[src/hw/dbs_params.svh]
// constants of the dynamic bus sizing block
// Operation
// - memory cycles reach every address from all zeros to all ones.
// - programmed i/o cycles stay at or below the printed i/o limit.
// - coprocessor i/o cycles use addresses 800000f8 through 800000ff only.
// - lowest-addressed byte rides data bits 7:0, highest rides 31:24.
// - narrow port request is sampled afresh in every bus cycle.
// - with narrow port, wide or misaligned transfers split into a second cycle.
// - with narrow port, all operand bytes move over the lower data half.
// - narrow port request has no effect unless lane 2 or 3 is selected.
// - narrow upper-only read takes lanes 2 and 3 from the lower data half.
// - every upper-only write copies the upper data half onto the lower half.
// - narrow read of both halves runs two cycles, bytes 0-1 then 2-3.
// - narrow write of both halves drives all bytes, then copies bytes 2-3 low.
// - second cycle of a split keeps lane selects 0 and 1 negated.
// - only contiguous groups of lane selects are ever asserted.
`ifndef DBS_PARAMS_SVH
`define DBS_PARAMS_SVH
`define DBS_MEM_FIRST 32'h00000000
`define DBS_MEM_LAST 32'hffffffff
`define DBS_IO_PROG_LAST 32'h00000fff
`define DBS_COP_FIRST 32'h800000f8
`define DBS_COP_LAST 32'h800000ff
`define DBS_COP_OFS_MASK 32'h00000007
`define DBS_LANES_IDLE 4'hf
`define DBS_UPPER_LANES 4'hc
`define DBS_WORD_ADDR_RST 30'h3fffffff
`endif

[src/hw/dbs_pkg.sv]
// types of the dynamic bus sizing block
`default_nettype none
package dbs_pkg;
  typedef enum logic [2:0] {
    st_idle = 3'h0,
    st_addr = 3'h1,
    st_data = 3'h2,
    st_resp = 3'h3
  } dbs_state_t;
endpackage
`default_nettype wire

[src/hw/dbs_lane_mux.sv]
// write data steering onto the four byte lanes
`default_nettype none
module dbs_lane_mux (
  input wire logic [3:0] i_lanes,
  input wire logic i_second,
  input wire logic [31:0] i_wdata,
  output logic [31:0] o_bus_data
);
  always_comb begin
    o_bus_data = i_wdata;
    // upper-only and second-split writes also show bytes 2-3 low, so a narrow port needs nothing more
    if (i_second || (i_lanes[1:0] == 2'h0)) begin
      o_bus_data[15:0] = i_wdata[31:16];
    end
  end
endmodule
`default_nettype wire

[src/hw/dbs_top.sv]
// dynamic bus sizing: one dword request to one or two bus cycles
`default_nettype none
`include "dbs_params.svh"
module dbs_top (
  input wire logic i_clk,
  input wire logic i_rstn,
  input wire logic i_req_valid,
  input wire logic [31:0] i_req_addr,
  input wire logic [3:0] i_req_lanes,
  input wire logic i_req_write,
  input wire logic i_req_io,
  input wire logic i_req_cop,
  input wire logic [31:0] i_req_wdata,
  output logic o_req_ready,
  output logic o_rsp_valid,
  output logic o_rsp_err,
  output logic [31:0] o_rsp_rdata,
  output logic o_ads_n,
  output logic [29:0] o_word_address_bits,
  output logic [3:0] o_byte_lane_selects_n,
  output logic o_write,
  output logic o_mem_io,
  output logic [31:0] o_data_out,
  output logic o_data_oe_n,
  input wire logic [31:0] i_data_in,
  input wire logic i_ready_n,
  input wire logic i_narrow_port_request_n
);
  logic rst_meta_r;
  logic rstn_r;

  always_ff @(posedge i_clk or negedge i_rstn) begin
    if (!i_rstn) begin
      rst_meta_r <= 1'b0;
      rstn_r <= 1'b0;
    end else begin
      rst_meta_r <= 1'b1;
      rstn_r <= rst_meta_r;
    end
  end

  dbs_pkg::dbs_state_t state_r, state_nxt;
  logic second_r, second_nxt;
  logic ads_n_r, ads_n_nxt;
  logic [29:0] word_r, word_nxt;
  logic [3:0] lanes_r, lanes_nxt;
  // pin copy of the lanes, so the active-low selects leave straight from a flop
  logic [3:0] lanes_n_r, lanes_n_nxt;
  logic write_r, write_nxt;
  logic mem_r, mem_nxt;
  logic cop_r, cop_nxt;
  logic [31:0] wdata_r, wdata_nxt;
  logic [31:0] dout_r, dout_nxt;
  logic oe_n_r, oe_n_nxt;
  logic [31:0] acc_r, acc_nxt;
  logic rsp_r, rsp_nxt;
  logic err_r, err_nxt;
  logic rdy_r, rdy_nxt;
  logic [31:0] first_data;
  logic [31:0] second_data;
  logic [31:0] eff_addr;
  logic contig;
  logic addr_bad;
  logic narrow;
  logic upper_used;
  logic both_halves;

  // never lets a gap pattern or an empty pattern reach the lane pins
  always_comb begin
    case (i_req_lanes)
      4'h1, 4'h2, 4'h3, 4'h4, 4'h6, 4'h7, 4'h8, 4'hc, 4'he, 4'hf: contig = 1'b1;
      default: contig = 1'b0;
    endcase
  end

  always_comb begin
    eff_addr = i_req_addr;
    if (i_req_cop) begin
      eff_addr = `DBS_COP_FIRST | (i_req_addr & `DBS_COP_OFS_MASK);
    end
  end

  // programmed i/o beyond the limit is refused with no bus cycle at all
  assign addr_bad = i_req_io && !i_req_cop && (i_req_addr > `DBS_IO_PROG_LAST);

  dbs_lane_mux u_first_mux (
    .i_lanes(i_req_lanes),
    .i_second(1'b0),
    .i_wdata(i_req_wdata),
    .o_bus_data(first_data)
  );

  dbs_lane_mux u_second_mux (
    .i_lanes(lanes_r & `DBS_UPPER_LANES),
    .i_second(1'b1),
    .i_wdata(wdata_r),
    .o_bus_data(second_data)
  );

  assign narrow = !i_narrow_port_request_n;
  assign upper_used = (lanes_r[3:2] != 2'h0);
  assign both_halves = lanes_r[1] && lanes_r[2];

  always_comb begin
    state_nxt = state_r;
    second_nxt = second_r;
    ads_n_nxt = 1'b1;
    word_nxt = word_r;
    lanes_nxt = lanes_r;
    write_nxt = write_r;
    mem_nxt = mem_r;
    cop_nxt = cop_r;
    wdata_nxt = wdata_r;
    dout_nxt = dout_r;
    oe_n_nxt = oe_n_r;
    acc_nxt = acc_r;
    rsp_nxt = 1'b0;
    err_nxt = err_r;
    rdy_nxt = 1'b0;
    case (state_r)
      dbs_pkg::st_idle: begin
        rdy_nxt = 1'b1;
        if (i_req_valid) begin
          rdy_nxt = 1'b0;
          if (!contig || addr_bad) begin
            err_nxt = 1'b1;
            state_nxt = dbs_pkg::st_resp;
          end else begin
            err_nxt = 1'b0;
            second_nxt = 1'b0;
            ads_n_nxt = 1'b0;
            word_nxt = eff_addr[31:2];
            lanes_nxt = i_req_lanes;
            write_nxt = i_req_write;
            mem_nxt = !i_req_io && !i_req_cop;
            cop_nxt = i_req_cop;
            wdata_nxt = i_req_wdata;
            dout_nxt = first_data;
            oe_n_nxt = !i_req_write;
            acc_nxt = 32'h00000000;
            state_nxt = dbs_pkg::st_addr;
          end
        end
      end
      dbs_pkg::st_addr: begin
        state_nxt = dbs_pkg::st_data;
      end
      dbs_pkg::st_data: begin
        if (!i_ready_n) begin
          if (narrow && upper_used && both_halves && !second_r) begin
            // unselected low bytes stay zero
            for (int i = 0; i < 2; i++) begin
              if (lanes_r[i]) begin
                acc_nxt[8*i +: 8] = i_data_in[8*i +: 8];
              end
            end
            second_nxt = 1'b1;
            ads_n_nxt = 1'b0;
            lanes_nxt = lanes_r & `DBS_UPPER_LANES;
            dout_nxt = second_data;
            state_nxt = dbs_pkg::st_addr;
          end else begin
            for (int i = 0; i < 4; i++) begin
              if (lanes_r[i]) begin
                acc_nxt[8*i +: 8] = i_data_in[8*i +: 8];
              end
            end
            if (narrow && upper_used) begin
              // the upper data half is ignored, lanes 2-3 come from the lower half
              if (lanes_r[2]) begin
                acc_nxt[23:16] = i_data_in[7:0];
              end
              if (lanes_r[3]) begin
                acc_nxt[31:24] = i_data_in[15:8];
              end
            end
            lanes_nxt = ~`DBS_LANES_IDLE;
            oe_n_nxt = 1'b1;
            state_nxt = dbs_pkg::st_resp;
          end
        end
      end
      dbs_pkg::st_resp: begin
        rsp_nxt = 1'b1;
        rdy_nxt = 1'b1;
        state_nxt = dbs_pkg::st_idle;
      end
      default: begin
        state_nxt = dbs_pkg::st_idle;
      end
    endcase
    lanes_n_nxt = ~lanes_nxt;
  end

  always_ff @(posedge i_clk or negedge rstn_r) begin
    if (!rstn_r) begin
      state_r <= dbs_pkg::st_idle;
      second_r <= 1'b0;
      ads_n_r <= 1'b1;
      word_r <= `DBS_WORD_ADDR_RST;
      lanes_r <= ~`DBS_LANES_IDLE;
      lanes_n_r <= `DBS_LANES_IDLE;
      write_r <= 1'b0;
      mem_r <= 1'b0;
      cop_r <= 1'b0;
      wdata_r <= 32'h00000000;
      dout_r <= 32'h00000000;
      oe_n_r <= 1'b1;
      acc_r <= 32'h00000000;
      rsp_r <= 1'b0;
      err_r <= 1'b0;
      rdy_r <= 1'b0;
    end else begin
      state_r <= state_nxt;
      second_r <= second_nxt;
      ads_n_r <= ads_n_nxt;
      word_r <= word_nxt;
      lanes_r <= lanes_nxt;
      lanes_n_r <= lanes_n_nxt;
      write_r <= write_nxt;
      mem_r <= mem_nxt;
      cop_r <= cop_nxt;
      wdata_r <= wdata_nxt;
      dout_r <= dout_nxt;
      oe_n_r <= oe_n_nxt;
      acc_r <= acc_nxt;
      rsp_r <= rsp_nxt;
      err_r <= err_nxt;
      rdy_r <= rdy_nxt;
    end
  end

  assign o_req_ready = rdy_r;
  assign o_rsp_valid = rsp_r;
  assign o_rsp_err = err_r;
  assign o_rsp_rdata = acc_r;
  assign o_ads_n = ads_n_r;
  assign o_word_address_bits = word_r;
  assign o_byte_lane_selects_n = lanes_n_r;
  assign o_write = write_r;
  assign o_mem_io = mem_r;
  assign o_data_out = dout_r;
  assign o_data_oe_n = oe_n_r;

  logic [31:0] bus_addr;
  always_comb begin
    bus_addr = {word_r, 2'h0};
    if (!lanes_r[0]) begin
      bus_addr = {word_r, 2'h1};
      if (!lanes_r[1]) begin
        bus_addr = {word_r, 2'h2};
        if (!lanes_r[2]) begin
          bus_addr = {word_r, 2'h3};
        end
      end
    end
  end
endmodule
`default_nettype wire

[config.mk]
export PLATFORM = sky130hd
export DESIGN_NAME = dbs_top
export DESIGN_NICKNAME = d
export VERILOG_FILES = /design/src/hw/dbs_pkg.sv /design/src/hw/dbs_lane_mux.sv /design/src/hw/dbs_top.sv
export VERILOG_INCLUDE_DIRS = /design/src /design/src/hw
export SDC_FILE = /design/constraint.sdc
export NUM_CORES = 1
export LEC_CHECK = 0
export BUFFER_PORTS_ARGS = -buffer_cell sky130_fd_sc_hd__buf_2
export CAP_MARGIN = 30
export CORE_MARGIN = 1.5
export CORE_UTILIZATION = 45
export DETAILED_ROUTE_END_ITERATION = 8
export HOLD_SLACK_MARGIN = 0.05
export PLACE_DENSITY = 0.76
export SLEW_MARGIN = 30
export SYNTH_ARGS = -nofsm -noshare
export SYNTH_HDL_FRONTEND = slang
export SYNTH_SLANG_ARGS = --single-unit
[constraint.sdc]
create_clock -name i_clk -period 3.9 [get_ports i_clk]
set_clock_uncertainty 0.2 [all_clocks]
set_input_delay 0.78 -clock i_clk [delete_from_list [all_inputs] [get_ports i_clk]]
set_output_delay 0.78 -clock i_clk [all_outputs]
set_load 0.005 [all_outputs]
==> impl_metrics.json <==
{
  "status": "completed",
  "min_path_type": "reg2async",
  "crit_fanout": 33,
  "routedWlPerCell_um": 16.2,
  "gp_congestion": 0.834,
  "slew_headroom": 0.506,
  "powerDensity_nw_per_um2": 787,
  "ys_seq_elements": 130,
  "io_buffers": 210,
  "post_cts_buffers": 0,
  "viasPerCell": 5.31,
  "r2r_start": "state_r[0]",
  "clock_sinks": 130,
  "rsz0062_at_grt": "false",
  "syn_avg_cell_area_um2": 12.0,
  "path_clk_slew_ns": 0.06,
  "finalCritPeriodShare": 0.726,
  "synth_cell_types": 48,
  "nFillCells": 1036,
  "die_area_um2": 14000,
  "h-tree-depth": 4,
  "antenna_found_initial": 0,
  "worst-r2r-setup-slack_ns": 1.07,
  "tightest_slew_ns": 0.740,
  "synth.most_common_cell": "dfrtp_1",
  "required_ns": 4.00,
  "grt_pass1_wl_um": 23500,
  "ys_dominant_reg_cell": "dfrtp_1",
  "core_area_um2": 12800,
  "drive_gt1_frac": 0.485,
  "final.setup.worst_slack_ns": 1.07,
  "grt_overflow_total": 0,
  "fin_nets": 817,
  "setup_viol": 0,
  "cts_buffers": 17,
  "grt_pass1_vias": 4755,
  "start_kind": "register",
  "ant_nets": 0,
  "cp.arrival_ns": 2.93,
  "vias": 4724,
  "synth_top_cell_by_area": "dfrtp_1",
  "max_cap_violations": 0,
  "drt-initial-drc-count": 169,
  "clock_tree.buffer_depth": 2,
  "fin_total_pwr_mw": 6.16,
  "synth-async-reset-ratio": 1.00,
  "p_leak_nw": 3.87,
  "pin_count": 213,
  "fin_cells": 889,
  "clk_latency_ns": 0.42,
  "cts-root-buf": "clkbuf_16",
  "die-height_um": 118,
  "fin_crit_ns": 2.83,
  "post-place-ws_ns": 0.724,
  "cts_hold_buf": 1,
  "max_freq_mhz": 353,
  "hold_viol": 0,
  "rr_worst_depth": 7,
  "antenna_cells": 0,
  "multi_input_area_um2": 2450,
  "grt_max_degree": 85,
  "yosys-top-cells-count": "dfrtp_1 (94), dfstp_2 (36), o21ai_0 (35)",
  "die_w_um": 118,
  "drt-total-wl_um": 14400,
  "ir_drop_mv": 0.364,
  "placed_cells": 856,
  "syn_area_um2": 5990,
  "crit_type": "reg2reg",
  "rows": 41,
  "synthesis.nets": 612,
  "cp-end-kind": "register",
  "regArea_um2": 3300,
  "synth_cells": 499,
  "post_cts_resized": 0,
  "syn2layout_area_growth_pct": 30.6,
  "grtUsageTotal": 0.210,
  "drc": 0,
  "synth_top_area_frac": 0.392,
  "dp_hpwl_um": 10300,
  "drtPass1Iterations": 6,
  "synth_edf_count": 0,
  "slew_viol_final": 0,
  "r2r_end": "o_data_out[20]",
  "ys_warn_count": 0,
  "synth_area_leaders": "dfrtp_1 (39%), dfstp_2 (16%), mux2_2 (6.0%)",
  "setup_tns_ns": 0,
  "cts_tree": "yes",
  "yosysSeqAreaShare": 0.550,
  "worst_hold_slack_ns": 0.137,
  "start_util": 0.467
}
worst max-delay path by stage:
stage	from	slack [ns]	to
6_report	state_r[0]	1.07	o_data_out[20]
5_1_grt	state_r[0]	0.87	o_data_out[22]
4_1_cts	state_r[0]	1.07	o_data_out[0]
3_5_place_dp	i_req_addr[26]	0.72	wdata_r[25]
3_3_place_gp	i_req_addr[26]	0.74	wdata_r[27]
2_1_floorplan	i_req_lanes[1]	1.19	o_data_out[13]
cell families (layout without fill, tap and decap cells):
logic type | count (synthesis) | count (layout) | synth area share
flip-flops | 130 | 130 | 0.550
multiplexers | 83 | 83 | 0.149
buffers and inverters | 55 | 273 | 0.0420
other | 1 | 1 | 0.000626
adder cells (fa/ha/maj) | 5 | 5 | 0.0104
AND/OR/NAND/NOR | 96 | 96 | 0.0902
AO/OA/AOI/OAI | 129 | 129 | 0.157
registers in the layout, summed over array words and instances (netlist names), named ones only:
| register | cells |
|---|---|
| o_data_out | 32 |
| o_mem_io | 1 |
| o_req_ready | 1 |
| o_data_oe_n | 1 |
| o_rsp_rdata | 32 |
| second_r | 1 |
| o_write | 1 |
| o_byte_lane_selects_n | 4 |
| o_rsp_valid | 1 |
| wdata_r | 16 |
| rstn_r | 1 |
| rst_meta_r | 1 |
| o_rsp_err | 1 |
| state_r | 2 |
| o_ads_n | 1 |
| o_word_address_bits | 30 |
stage by stage:
| stage | instance area, µm² | util |
|---|---|---|
| after floorplan | 5990 | - |
| after global placement | 7170 | 0.559 |
| after detailed placement | 7170 | 0.559 |
| after CTS | 7830 | 0.610 |
| after global routing | 7830 | 0.610 |
| final | 7830 | 0.610 |
layer usage:
metal | GRT usage | routed length (µm) | up-vias
met1 | 0.258 | 6140 | 2300
met2 | 0.346 | 6990 | 181
met3 | 0.0618 | 991 | 27
met5 | 0 | 0 | -
li1 | - | - | 2216
met4 | 0.0866 | 282 | 0
where the power goes:
| group | total, mW | leakage (nW) | switching [mW] | internal (mW) |
|---|---|---|---|---|
| clock | 1.73 | 0.321 | 0.570 | 1.16 |
| sequential | 2.33 | 1.57 | 0.300 | 2.03 |
| combinational | 2.10 | 1.98 | 1.04 | 1.06 |
| total | 6.16 | 3.87 | 1.91 | 4.25 |
critical path: stages, from the launching register on:
cell and delay, ns:
dfrtp_1 0.42, inv_1 0.12, ha_1 0.38, inv_1 0.14, a311o_1 0.48, nand4_4 0.16, buf_4 0.40, mux2_2 0.39
final cells by class:
class	instances	area share
multi-input combinational	314	0.313
inverter	23	0.0110
clock buffer	21	0.0588
clock inverter	11	0.0235
sequential	130	0.422
tap	172	0.0275
timing repair buffer	218	0.144
cell usage in the layout, fill, tap and decap left out, types with 21 or more instances in the layout:
cell type and count:
inv_1 23, a31o_2 24, dfrtp_1 93, buf_2 210, mux2i_1 32, nand2_1 24
mux2_2 32, dfstp_2 36, o21ai_0 35, nor2b_1 27, nor2_1 21
Power figures use the tool's default switching activity.
